===== config.mk =====
export PLATFORM = sky130hd
export DESIGN_NAME = stc_serial_tx
export DESIGN_NICKNAME = d
export VERILOG_FILES = /design/src/include/stc_pkg.sv /design/src/hw/stc_baud_tick.sv /design/src/hw/stc_serial_tx.sv
export SDC_FILE = /design/constraint.sdc
export NUM_CORES = 1
export LEC_CHECK = 0
export BUFFER_PORTS_ARGS = -buffer_cell sky130_fd_sc_hd__buf_2
export CAP_MARGIN = 10
export CORE_UTILIZATION = 45
export DETAILED_ROUTE_END_ITERATION = 8
export PLACE_DENSITY_LB_ADDON = 0.2
export SLEW_MARGIN = 0
export SYNTH_ARGS = -nofsm -noshare
export SYNTH_HDL_FRONTEND = slang
export SYNTH_HIERARCHICAL = 1
export SYNTH_SLANG_ARGS = --single-unit

===== constraint.sdc =====
create_clock -name clk -period 3 [get_ports clk]
set_input_delay 0.45 -clock clk [delete_from_list [all_inputs] [get_ports clk]]
set_output_delay 0.45 -clock clk [all_outputs]
set_load 0.03 [all_outputs]

===== src/include/stc_pkg.sv =====
// Package with register map, field positions, reset values and timing constants.
package stc_pkg;
   // Register indices; the byte address on the AXI4-Lite bus is four times the index.
   localparam logic [11:0] OFF_TX_CONTROL_STATUS = 12'hfad;
   localparam logic [11:0] OFF_TX_DATA           = 12'hfb0;
   localparam logic [11:0] OFF_RX_CONTROL_STATUS = 12'hfb4;
   localparam logic [11:0] OFF_BAUD_CONTROL      = 12'hfb8;
   localparam logic [11:0] OFF_BAUD_DIV_HIGH     = 12'hfbc;
   localparam logic [11:0] OFF_BAUD_DIV_LOW      = 12'hfc0;
   // Field positions in the transmit control word.
   localparam int BIT_CLOCK_SOURCE = 7;
   localparam int BIT_NINE_SELECT  = 6;
   localparam int BIT_TX_ENABLE    = 5;
   localparam int BIT_SYNC_MODE    = 4;
   localparam int BIT_BREAK        = 3;
   localparam int BIT_HIGH_SPEED   = 2;
   localparam int BIT_SR_EMPTY     = 1;
   localparam int BIT_NINTH_DATA   = 0;
   // Field positions in the receive control word.
   localparam int BIT_SINGLE_RX     = 5;
   localparam int BIT_CONTINUOUS_RX = 4;
   // Reset values.
   localparam logic [7:0] RST_TX_CONTROL = 8'h02;
   localparam logic [7:0] RST_ZERO       = 8'h00;
   localparam logic [15:0] RST_DIVISOR   = 16'h0004;
   // Break is one low start, twelve low bits, then a high stop.
   localparam logic [3:0] BREAK_LOW_BITS = 4'hd;
   // Bus responses.
   localparam logic [1:0] RESP_OKAY   = 2'h0;
   localparam logic [1:0] RESP_SLVERR = 2'h2;
   typedef enum logic [1:0] {
      STC_IDLE  = 2'b00,
      STC_SHIFT = 2'b01,
      STC_BREAK = 2'b10
   } stc_state_e;
endpackage


===== src/hw/stc_baud_tick.sv =====
`timescale 1ns/100ps
// Baud tick generator: one tick every divisor+1 system clocks at high speed, four times the divisor plus one at low speed.
module stc_baud_tick (
   input  wire logic        clk,
   input  wire logic        reset,
   input  wire logic        run,
   input  wire logic [15:0] divisor,
   input  wire logic        high_speed,
   output logic             tick
);
   import stc_pkg::*;
   logic [17:0] count;
   logic [17:0] limit;

   // Low-speed range counts to a limit four times that of the high-speed range.
   always_comb begin
      limit = high_speed ? {2'b00, divisor} : {divisor, 2'b00};
   end

   // Counter restarts whenever the shifter is idle so the first bit is full length.
   always_ff @(posedge clk) begin
      if (reset || !run) begin
         count <= 18'h00000;
         tick  <= 1'b0;
      end else if (count >= limit) begin
         count <= 18'h00000;
         tick  <= 1'b1;
      end else begin
         count <= count + 18'h00001;
         tick  <= 1'b0;
      end
   end
endmodule


===== src/hw/stc_serial_tx.sv =====
`timescale 1ns/100ps
// Transmit status and control block of the serial port with an AXI4-Lite slave.
module stc_serial_tx (
   input  wire logic        clk,
   input  wire logic        reset,
   input  wire logic [13:0] s_axi_awaddr,
   input  wire logic        s_axi_awvalid,
   output logic             s_axi_awready,
   input  wire logic [31:0] s_axi_wdata,
   input  wire logic [3:0]  s_axi_wstrb,
   input  wire logic        s_axi_wvalid,
   output logic             s_axi_wready,
   output logic [1:0]       s_axi_bresp,
   output logic             s_axi_bvalid,
   input  wire logic        s_axi_bready,
   input  wire logic [13:0] s_axi_araddr,
   input  wire logic        s_axi_arvalid,
   output logic             s_axi_arready,
   output logic [31:0]      s_axi_rdata,
   output logic [1:0]       s_axi_rresp,
   output logic             s_axi_rvalid,
   input  wire logic        s_axi_rready,
   input  wire logic        clock_pin_in,
   output logic             transmit_pin_out,
   output logic             transmit_pin_oe,
   output logic             clock_pin_out,
   output logic             clock_pin_oe
);
   import stc_pkg::*;

   logic [7:0]  tx_ctrl;
   logic [7:0]  rx_ctrl;
   logic [7:0]  baud_ctrl;
   logic [15:0] divisor;
   logic [8:0]  shift_data;
   logic [3:0]  bit_count;
   logic        data_pending;
   logic [8:0]  pending_data;
   stc_state_e  state;
   logic        baud_tick;
   logic        clk_in_d;
   logic        aw_held;
   logic [11:0] aw_addr;
   logic        w_held;
   logic [31:0] w_data;
   logic [3:0]  w_strb;
   logic        do_write;
   logic        data_write;
   logic        sync_mode;
   logic        tx_active;
   logic        slave_edge;
   logic        bit_step;

   // Shared address match used by both bus paths.
   function automatic logic is_mapped(input logic [11:0] a);
      is_mapped = (a == OFF_TX_CONTROL_STATUS) || (a == OFF_TX_DATA) ||
                  (a == OFF_RX_CONTROL_STATUS) || (a == OFF_BAUD_CONTROL) ||
                  (a == OFF_BAUD_DIV_HIGH) || (a == OFF_BAUD_DIV_LOW);
   endfunction

   assign sync_mode  = tx_ctrl[BIT_SYNC_MODE];
   // Receive enables take the port away from the transmitter in sync mode.
   assign tx_active  = tx_ctrl[BIT_TX_ENABLE] &&
                       !(sync_mode && (rx_ctrl[BIT_SINGLE_RX] || rx_ctrl[BIT_CONTINUOUS_RX]));
   assign slave_edge = clock_pin_in && !clk_in_d;
   // Master and async paths step on the baud tick; slave steps on the external clock edge.
   assign bit_step   = (sync_mode && !tx_ctrl[BIT_CLOCK_SOURCE]) ? slave_edge : baud_tick;
   assign do_write   = aw_held && w_held && !s_axi_bvalid;
   assign data_write = do_write && (aw_addr == OFF_TX_DATA) && w_strb[0];

   stc_baud_tick u_baud (
      .clk        (clk),
      .reset      (reset),
      .run        (state != STC_IDLE),
      .divisor    (divisor),
      .high_speed (tx_ctrl[BIT_HIGH_SPEED] && !sync_mode),
      .tick       (baud_tick)
   );

   // Write address and data are caught independently, in either order.
   always_ff @(posedge clk) begin
      if (reset) begin
         aw_held <= 1'b0;
         aw_addr <= 12'h000;
         w_held  <= 1'b0;
         w_data  <= 32'h00000000;
         w_strb  <= 4'h0;
      end else begin
         if (s_axi_awvalid && s_axi_awready) begin
            aw_held <= 1'b1;
            aw_addr <= s_axi_awaddr[13:2];
         end else if (do_write) begin
            aw_held <= 1'b0;
         end
         if (s_axi_wvalid && s_axi_wready) begin
            w_held <= 1'b1;
            w_data <= s_axi_wdata;
            w_strb <= s_axi_wstrb;
         end else if (do_write) begin
            w_held <= 1'b0;
         end
      end
   end

   // Ready is high only while the holding slot for that channel is free.
   always_ff @(posedge clk) begin
      if (reset) begin
         s_axi_awready <= 1'b0;
         s_axi_wready  <= 1'b0;
      end else begin
         s_axi_awready <= !aw_held && !(s_axi_awvalid && s_axi_awready);
         s_axi_wready  <= !w_held && !(s_axi_wvalid && s_axi_wready);
      end
   end

   // Write response follows once both halves are present.
   always_ff @(posedge clk) begin
      if (reset) begin
         s_axi_bvalid <= 1'b0;
         s_axi_bresp  <= RESP_OKAY;
      end else if (do_write) begin
         s_axi_bvalid <= 1'b1;
         s_axi_bresp  <= is_mapped(aw_addr) ? RESP_OKAY : RESP_SLVERR;
      end else if (s_axi_bready) begin
         s_axi_bvalid <= 1'b0;
      end
   end

   // Control registers; the empty bit and break clear are owned by hardware.
   always_ff @(posedge clk) begin
      if (reset) begin
         tx_ctrl   <= RST_TX_CONTROL;
         rx_ctrl   <= RST_ZERO;
         baud_ctrl <= RST_ZERO;
         divisor   <= RST_DIVISOR;
      end else begin
         if (do_write && w_strb[0]) begin
            case (aw_addr)
               OFF_TX_CONTROL_STATUS: begin
                  tx_ctrl[7:2] <= w_data[7:2];
                  tx_ctrl[BIT_NINTH_DATA] <= w_data[BIT_NINTH_DATA];
               end
               OFF_RX_CONTROL_STATUS: rx_ctrl <= w_data[7:0];
               OFF_BAUD_CONTROL:      baud_ctrl <= w_data[7:0];
               OFF_BAUD_DIV_HIGH:     divisor[15:8] <= w_data[7:0];
               OFF_BAUD_DIV_LOW:      divisor[7:0] <= w_data[7:0];
               default:               divisor <= divisor;
            endcase
         end
         // Hardware clear on break completion wins over a same-cycle write.
         if (state == STC_BREAK && bit_step && bit_count == 4'h0) begin
            tx_ctrl[BIT_BREAK] <= 1'b0;
         end
         tx_ctrl[BIT_SR_EMPTY] <= (state == STC_IDLE) && !data_pending;
      end
   end

   // One-word holding slot; a write while full overwrites the waiting word.
   always_ff @(posedge clk) begin
      if (reset) begin
         data_pending <= 1'b0;
         pending_data <= 9'h000;
      end else if (data_write) begin
         data_pending <= 1'b1;
         pending_data <= {tx_ctrl[BIT_NINTH_DATA], w_data[7:0]};
      end else if (state == STC_IDLE && tx_active) begin
         data_pending <= 1'b0;
      end
   end

   // External clock history for slave edge detection; inputs are synchronous.
   always_ff @(posedge clk) begin
      if (reset) begin
         clk_in_d <= 1'b0;
      end else begin
         clk_in_d <= clock_pin_in;
      end
   end

   // Shifter: async frames carry start and stop, sync frames carry data only.
   always_ff @(posedge clk) begin
      if (reset) begin
         state            <= STC_IDLE;
         shift_data       <= 9'h1ff;
         bit_count        <= 4'h0;
         transmit_pin_out <= 1'b1;
      end else begin
         case (state)
            STC_IDLE: begin
               transmit_pin_out <= 1'b1;
               if (tx_active && data_pending) begin
                  if (!sync_mode && tx_ctrl[BIT_BREAK]) begin
                     state            <= STC_BREAK;
                     transmit_pin_out <= 1'b0;
                     bit_count        <= BREAK_LOW_BITS - 4'h1;
                  end else if (!sync_mode) begin
                     state            <= STC_SHIFT;
                     transmit_pin_out <= 1'b0;
                     // An 8-bit frame puts a one above the data, which becomes the stop bit.
                     shift_data       <= tx_ctrl[BIT_NINE_SELECT] ? pending_data :
                                         {1'b1, pending_data[7:0]};
                     bit_count        <= tx_ctrl[BIT_NINE_SELECT] ? 4'ha : 4'h9;
                  end else begin
                     state            <= STC_SHIFT;
                     transmit_pin_out <= pending_data[0];
                     shift_data       <= {1'b1, pending_data[8:1]};
                     bit_count        <= tx_ctrl[BIT_NINE_SELECT] ? 4'h8 : 4'h7;
                  end
               end
            end
            STC_SHIFT: begin
               if (!tx_active) begin
                  state            <= STC_IDLE;
                  transmit_pin_out <= 1'b1;
               end else if (bit_step) begin
                  if (bit_count == 4'h0) begin
                     state            <= STC_IDLE;
                     transmit_pin_out <= 1'b1;
                  end else begin
                     // Sent LSB first; the ones shifted in at the top form the stop bit of a 9-bit frame.
                     transmit_pin_out <= shift_data[0];
                     shift_data       <= {1'b1, shift_data[8:1]};
                     bit_count        <= bit_count - 4'h1;
                  end
               end
            end
            STC_BREAK: begin
               if (bit_step) begin
                  if (bit_count == 4'h0) begin
                     state            <= STC_IDLE;
                     transmit_pin_out <= 1'b1;
                  end else begin
                     bit_count <= bit_count - 4'h1;
                  end
               end
            end
            default: state <= STC_IDLE;
         endcase
      end
   end

   // Pin directions and the master serial clock.
   always_ff @(posedge clk) begin
      if (reset) begin
         transmit_pin_oe <= 1'b0;
         clock_pin_oe    <= 1'b0;
         clock_pin_out   <= 1'b0;
      end else begin
         transmit_pin_oe <= tx_active;
         clock_pin_oe    <= sync_mode && tx_ctrl[BIT_CLOCK_SOURCE];
         // Clock falls as each bit is launched and rises a cycle later, so the far side
         // gets settled data on every rising edge; the price is a short low phase.
         clock_pin_out   <= sync_mode && tx_ctrl[BIT_CLOCK_SOURCE] && state == STC_SHIFT &&
                            !bit_step;
      end
   end

   // Read channel: one read at a time, answered in the cycle after the address is taken.
   always_ff @(posedge clk) begin
      if (reset) begin
         s_axi_arready <= 1'b0;
         s_axi_rvalid  <= 1'b0;
         s_axi_rdata   <= 32'h00000000;
         s_axi_rresp   <= RESP_OKAY;
      end else begin
         s_axi_arready <= !s_axi_rvalid && !(s_axi_arvalid && s_axi_arready);
         if (s_axi_arvalid && s_axi_arready) begin
            s_axi_rvalid <= 1'b1;
            s_axi_rresp  <= is_mapped(s_axi_araddr[13:2]) ? RESP_OKAY : RESP_SLVERR;
            case (s_axi_araddr[13:2])
               OFF_TX_CONTROL_STATUS: s_axi_rdata <= {24'h000000, tx_ctrl};
               OFF_RX_CONTROL_STATUS: s_axi_rdata <= {24'h000000, rx_ctrl};
               OFF_BAUD_CONTROL:      s_axi_rdata <= {24'h000000, baud_ctrl};
               OFF_BAUD_DIV_HIGH:     s_axi_rdata <= {24'h000000, divisor[15:8]};
               OFF_BAUD_DIV_LOW:      s_axi_rdata <= {24'h000000, divisor[7:0]};
               default:               s_axi_rdata <= 32'h00000000;
            endcase
         end else if (s_axi_rready) begin
            s_axi_rvalid <= 1'b0;
         end
      end
   end

   // Break must finish on the same step that clears its request bit.
   a_break_clear: assert property (@(posedge clk) disable iff (reset)
      (state == STC_BREAK && bit_step && bit_count == 4'h0) |=>
         (!tx_ctrl[BIT_BREAK] && state == STC_IDLE && transmit_pin_out))
      else $error("break bit not cleared at break end");
   // Empty flag tracks the shifter one cycle later.
   a_empty_flag: assert property (@(posedge clk) disable iff (reset)
      (state != STC_IDLE) |=> !tx_ctrl[BIT_SR_EMPTY])
      else $error("empty flag set while shifting");
   a_idle_high: assert property (@(posedge clk) disable iff (reset)
      (state == STC_IDLE && $past(state) == STC_IDLE) |-> transmit_pin_out)
      else $error("line not idle high");
   a_start_low: assert property (@(posedge clk) disable iff (reset)
      ($past(state) == STC_IDLE && state == STC_SHIFT && !sync_mode) |-> !transmit_pin_out)
      else $error("async frame missing low start");
   a_rx_override: assert property (@(posedge clk) disable iff (reset)
      (sync_mode && rx_ctrl[BIT_CONTINUOUS_RX]) |=> !transmit_pin_oe)
      else $error("transmitter active while receive enabled");
   a_tx_enable: assert property (@(posedge clk) disable iff (reset)
      (state == STC_SHIFT && !tx_active) |=> state == STC_IDLE)
      else $error("shifter kept running after disable");
   a_clock_master: assert property (@(posedge clk) disable iff (reset)
      clock_pin_oe |-> $past(sync_mode && tx_ctrl[BIT_CLOCK_SOURCE]))
      else $error("clock driven outside sync master");
   a_nine_bits: assert property (@(posedge clk) disable iff (reset)
      ($past(state) == STC_IDLE && state == STC_SHIFT && !sync_mode) |->
         bit_count == ($past(tx_ctrl[BIT_NINE_SELECT]) ? 4'ha : 4'h9))
      else $error("wrong frame length");
   a_reset_value: assert property (@(posedge clk)
      reset |=> tx_ctrl == RST_TX_CONTROL)
      else $error("transmit control word wrong after reset");
endmodule


Word level (Yosys, flattened, before mapping)
Index checks and enable logic that the tools add are counted.
{"block": "totals", "ff_bits": 153, "mem_bits_ro": 0, "out_inout_bits": 45, "mem_bits_rw": 0, "latchBits": 0, "in_bits": 72, "n_memories": 0}
{"block": "op_classes", "order_cmp": 1, "n_reduce_logical": 71, "n_mul": 0, "muxes": 47, "eq_ne": 22, "shift": 0, "bitwise": 0, "n_div": 0, "add_sub_neg": 2}
{"operator": "$eq 12x12->1 const B", "n": 12}
{"operator": "$mux 9", "n": 7}
{"operator": "$pmux 8 s5", "n": 1}
{"operator": "$mux 4", "n": 7}
{"operator": "$logic_and 1x1->1", "n": 25}
{"operator": "$mux 1", "n": 19}
{"operator": "$add 18x1->18 const B", "n": 1}
{"operator": "$ge 18x18->1", "n": 1}
{"operator": "$mux 18", "n": 1}
{"operator": "$pmux 9 s2", "n": 1}
{"operator": "$mux 2", "n": 8}
{"operator": "$logic_not 1->1", "n": 14}
{"operator": "$reduce_bool 2->1", "n": 7}
{"operator": "$logic_or 1x1->1", "n": 12}
{"operator": "$pmux 4 s3", "n": 1}
{"operator": "$ne 2x2->1 const B", "n": 5}
{"operator": "$reduce_and 2->1", "n": 5}
{"operator": "$pmux 2 s3", "n": 1}
{"operator": "$reduce_and 6->1", "n": 1}
{"operator": "$logic_not 4->1", "n": 1}
{"operator": "$ne 2x1->1 const B", "n": 2}
{"operator": "$reduce_and 4->1", "n": 1}
{"operator": "$reduce_or 2->1", "n": 2}
{"operator": "$sub 4x1->4 const B", "n": 1}
{"operator": "7 further kinds", "n": 7}

Longest topological paths before layout
{"block": "logic_depth", "depth_word": 7, "ltp_mapped": 13}

Modules after synthesis
Netlist, hierarchy kept.
{"mod": "stc_serial_tx", "n_inst": 1, "seq_area_each_um2": 2162.1, "cells_each": 540, "area_per_inst_um2": 4922.2}
{"mod": "stc_baud_tick", "n_inst": 1, "seq_area_each_um2": 380.4, "cells_each": 153, "area_per_inst_um2": 1381.3}

Worst setup path after synthesis
OpenSTA, ideal clock, no wires.
{"block": "synth_path", "kind": "flip-flop to flip-flop", "startpoint": "reg tx_ctrl[4]", "endpoint": "reg u_baud.count[10]", "path_buffers": 5, "stages_incl_launch_ff": 14, "arrival_ns": 3.023, "slack_ns": -0.142, "setup_ns": 0.119, "cell_sequence": "dfxtp_1 -> buf_2 -> buf_1 -> nor2b_1 -> clkbuf_1 -> buf_2 -> and2_1 -> ha_1 -> nand2b_1 -> a21oi_1 -> o221a_2 -> o41ai_4 -> buf_6 -> nor3_1"}
{"block": "synth_between", "elab_chain_cells": 5}
{"item": "from (decl)", "line_no": "stc_serial_tx.sv:31", "text": "logic [7:0] tx_ctrl;"}
{"item": "from (signal assigned)", "line_no": "stc_serial_tx.sv:140", "text": "tx_ctrl[7:2] <= w_data[7:2];"}
{"item": "from (signal, indexed assignment)", "line_no": "stc_serial_tx.sv:141", "text": "tx_ctrl[BIT_NINTH_DATA] <= w_data[BIT_NINTH_DATA];"}
{"item": "from (signal, indexed assignment)", "line_no": "stc_serial_tx.sv:154", "text": "tx_ctrl[BIT_SR_EMPTY] <= (state == STC_IDLE) && !data_pending;"}
{"item": "$logic_not 1->1"}
{"item": "$logic_and 1x1->1", "line_no": "stc_serial_tx.sv:76", "text": ".high_speed (tx_ctrl[BIT_HIGH_SPEED] && !sync_mode),"}
{"item": "$mux 18", "line_no": "stc_baud_tick.sv:17", "text": "limit = high_speed ? {2'b00, divisor} : {divisor, 2'b00};"}
{"item": "$ge 18x18->1", "line_no": "stc_baud_tick.sv:25", "text": "end else if (count >= limit) begin"}
{"item": "$reduce_or 2->1 (no line)"}
{"item": "to (signal assigned)", "line_no": "stc_baud_tick.sv:29", "text": "count <= count + 18'h00001;"}
{"item": "to (decl)", "line_no": "stc_baud_tick.sv:12", "text": "logic [17:0] count;"}
Every way passes these cells.
A chain may end at the register's enable or synchronous reset.

Final worst setup path
{"block": "layout_path", "startpoint": "reg state[0]", "endpoint": "reg shift_data[6]"}
{"block": "layout_between", "elab_chain_cells": 3, "elab_cells_between_ends": 10}
{"item": "from (decl)", "line_no": "stc_serial_tx.sv:39", "text": "stc_state_e state;"}
{"item": "from (signal assigned)", "line_no": "stc_serial_tx.sv:183", "text": "state <= STC_IDLE;"}
{"item": "from (signal assigned)", "line_no": "stc_serial_tx.sv:193", "text": "state <= STC_BREAK;"}
{"item": "from (signal assigned)", "line_no": "stc_serial_tx.sv:197", "text": "state <= STC_SHIFT;"}
{"item": "$eq 2x1->1 / $logic_not 2->1 (equally long branches)", "line_no": "stc_serial_tx.sv:188", "text": "case (state)"}
{"item": "$ne 2x2->1 (no line) (tied with other cells)"}
{"item": "$reduce_and 6->1 (no line)"}
{"item": "to (signal assigned)", "line_no": "stc_serial_tx.sv:200", "text": "shift_data <= tx_ctrl[BIT_NINE_SELECT] ? pending_data :"}
{"item": "to (signal assigned)", "line_no": "stc_serial_tx.sv:206", "text": "shift_data <= {1'b1, pending_data[8:1]};"}
{"item": "to (signal assigned)", "line_no": "stc_serial_tx.sv:222", "text": "shift_data <= {1'b1, shift_data[8:1]};"}
{"item": "to (decl)", "line_no": "stc_serial_tx.sv:35", "text": "logic [8:0] shift_data;"}
Several ways; a longest one is shown, not always the timed one.

==> flow_summary_export.csv <==
group,metric,value,unit
setup_path,worst-path-max-fanout,8,
clocking,cts_resized,0,
cells_and_area,stdcell_area,0.007316,sq mm
sta,timing.final.crit_share,82.37,%
logic_synthesis,synth_edf_count,0,
place,gp_congestion,0.8146,
drt,wire_per_inst,15.30,um
grt,track_usage,20.93,%
logic_synthesis,avgSynthCellArea,9.096,sq um
drt,wirelength,14390,um
clocking,htree_num_levels,4,
logic_synthesis,synthFlopType,"dfxtp_1",
cells_and_area,stdcell_count,941,
sta,finalHoldViolCount,0,
drt,drtIter0Drc,358,
sta,fin_tns_setup,0,ns
cells_and_area,multi_input_area,0.003493,sq mm
place,place_area,0.006686,sq mm
logic_synthesis,synth.distinct_cells,62,
floorplanning,dieWidth,120.4,um
pwr,power_density,584.5,mW/mm^2
setup_path,critPathCaptureType,"register",
cells_and_area,antenna_cells,0,
place,io_buffers,59,
cells_and_area,nFillCells,1209,
logic_synthesis,synth.most_common_cell,"dfxtp_1",
sta,tightest_slew,0.9864,ns
clocking,cts_max_path_buffers,2,
grt,grt_max_degree,97,
sta,slew_violations,0,
place,dp_cells,909,
cells_and_area,fin_nets,849,
logic_synthesis,synthDominantCellAreaShare,40.33,%
sta,finalSetupViolations,0,
setup_path,setup.worst_path.class,"register to register",
floorplanning,die_y,120.4,um
floorplanning,die-area,0.01449,sq mm
clocking,cts_hold_buf,0,
floorplanning,pin_count,117,
sta,timing.slew.headroom,34.24,%
logic_synthesis,yosys-top-cells-area,"dfxtp_1 40%, mux2i_1 11%, ha_1 5.0%",
clocking,cts_sinks,127,
grt,antenna_found_initial,0,
clocking,cts_root_buf,"clkbuf_16",
clocking,cts.clk_slew.worst_paths,0.06,ns
cells_and_area,syn_to_final_growth,16.06,%
drt,routed_via_density,5.465,
floorplanning,start_util,46.86,%
floorplanning,core-area,0.01345,sq mm
logic_synthesis,yosys-top-cells-count,"127 x dfxtp_1, 72 x nand2_1, 70 x mux2i_1",
drt,detail_route.first_pass.iterations,6,
logic_synthesis,syn_area,0.006304,sq mm
grt,grt_use_met2,33.08,%
pwr,peakVddDrop,0.3658,mV
place,dp_hpwl,10070,um
pwr,leakagePower,2.674,nW
drt,antenna_left,0,
logic_synthesis,ys_seq_elements,127,
clocking,cts_tree,"built",
grt,grt_pass1_vias,4879,
flow_run,drv_cap,0,
setup_path,crit_required,3.36,ns
grt,grt_pass1_wl,23920,um
logic_synthesis,synth_cells,693,
clocking,postCtsSetupBuffers,0,
outcome,status,"complete, no violations",
grt,grtUsageMet3,4.340,%
clocking,worst_skew_pair.late_latency,0.42,ns
sta,layout_min_cycle_time,2.471,ns
cells_and_area,seqCellArea,0.002542,sq mm
sta,rsz0062_at_grt,"false",
setup_path,crit_arrival,2.83,ns
logic_synthesis,synth_warnings,6,
logic_synthesis,seq_area_frac_synth,40.33,%
floorplanning,fp-row-count,42,
drt,drcViolationCount,0,
cells_and_area,drive_gt1_share,15.69,%
sta,finClkSkew,0.009226,ns
drt,vias,5143,
grt,grt_overflow,0,
clocking,numCtsBuffers,17,
grt,busiest_layer,"met2",
setup_path,rrSetupSlack,0.53,ns
setup_path,critPathLaunchType,"register",
grt,grt_use_met1,27.64,%
sta,fmax,0.4047,GHz
logic_synthesis,async_flop_share,0,%
worst_hold_path,hp-class,"primary input to register",
logic_synthesis,synth_top_area_cell,"dfxtp_1",
==> final timing paths <==
path / startpoint / endpoint / cells past startpoint
worst max-delay path: state[0]$_SDFFE_PP0P_ / shift_data[6]$_SDFFE_PP1P_ / 7
worst min-delay path: clock_pin_in / clk_in_d$_SDFF_PP0_ / 2
worst max register to register: state[0]$_SDFFE_PP0P_ / shift_data[6]$_SDFFE_PP1P_ / 7
worst min register to register: s_axi_rvalid$_SDFFE_PP0P_ / s_axi_arready$_SDFF_PP0_ / 1
==> final cells by class <==
| class | instances | area share (%) |
|---|---|---|
| inverters | 16 | 0.8209 |
| well taps | 176 | 3.010 |
| repair buffers | 69 | 5.062 |
| multi-input cells | 521 | 47.75 |
| clock inverters | 14 | 2.600 |
| clock buffers | 18 | 6.003 |
| flip-flops and latches | 127 | 34.75 |
==> worst max-delay path, cell delays in order, from the launching register on <==
cell and delay [ns]:
dfxtp_1 0.39, inv_1 0.08, ha_1 0.28, a21boi_1 0.18
nor4_2 0.46, nor4b_2 0.71, o2bb2ai_1 0.19, a211o_1 0.12
==> where the power goes <==
group          internal [mW]  switching [mW]
clock                   1.41           0.775
combinational          0.106           0.209
sequential              1.73          0.0417
==> flip-flops by register name, indices dropped and copies added, names as in the netlist, 2 cells and up <==
| register | flops |
|---|---|
| u_baud/count | 18 |
| divisor | 16 |
| aw_addr | 12 |
| pending_data | 9 |
| shift_data | 9 |
| baud_ctrl | 8 |
| rx_ctrl | 8 |
| s_axi_rdata | 8 |
| tx_ctrl | 8 |
| w_data | 8 |
| bit_count | 4 |
| state | 2 |
==> cell usage in the layout, fill, tap and decap left out, types with 3 or more instances in the layout <==
master,netlist,final
clkbuf_16,0,17
or3_1,5,5
mux2i_1,70,70
nor4_2,2,3
o2bb2ai_1,7,7
o21ai_0,15,15
nor3_1,30,30
nand2_1,72,72
nor4_4,4,4
clkinv_4,0,3
dfxtp_1,127,127
clkinv_2,0,4
a21oi_1,54,54
xnor2_1,9,9
nand4_1,9,9
nor2b_1,11,11
a22oi_1,9,9
nand3b_1,3,3
a211oi_1,7,7
a221o_1,8,8
or2_2,3,3
nor3b_1,3,3
nor4b_1,5,4
xor2_1,7,7
ha_1,25,25
bufinv_16,0,4
conb_1,1,26
buf_4,26,10
nor2_1,66,66
and3_1,5,5
nand3_1,6,6
nand2b_1,10,10
buf_2,5,59
inv_1,16,16
a22o_1,8,8
a211o_1,8,8
and2_1,4,4
==> metrics by stage <==
stage	setup slack, ns	hold slack, ns	utilization, %	power [mW]
6_report	0.5290	0.2554	54.38	4.276
5_1_grt	0.3117	0.2512	54.38	4.426
4_1_cts	0.5235	0.2404	54.38	4.296
3_5_place_dp	0.5584	0.4469	49.70	2.125
3_3_place_gp	0.6481	0.4259	49.70	2.114
2_1_floorplan	0.06223	0.4299	-	2.053
==> cell families after synthesis <==
| logic type | Yosys count | synth area share (%) |
|---|---|---|
| AOI/OAI and AO/OA | 134 | 14.49 |
| xor gates and xnor gates | 16 | 2.223 |
| adders and majority gates | 25 | 4.962 |
| buffers and inverters | 70 | 5.935 |
| DFF | 127 | 40.33 |
| muxes | 70 | 11.12 |
| other | 1 | 0.05949 |
| and+or+nand+nor | 250 | 20.88 |
==> layer usage <==
metal / routed length, um / vias to the layer above
li1: - / 2552
met1: 6933 / 2414
met2: 6445 / 161
met3: 740 / 16
met4: 274 / 0
met5: 0 / -
Power figures use the tool's default switching activity.
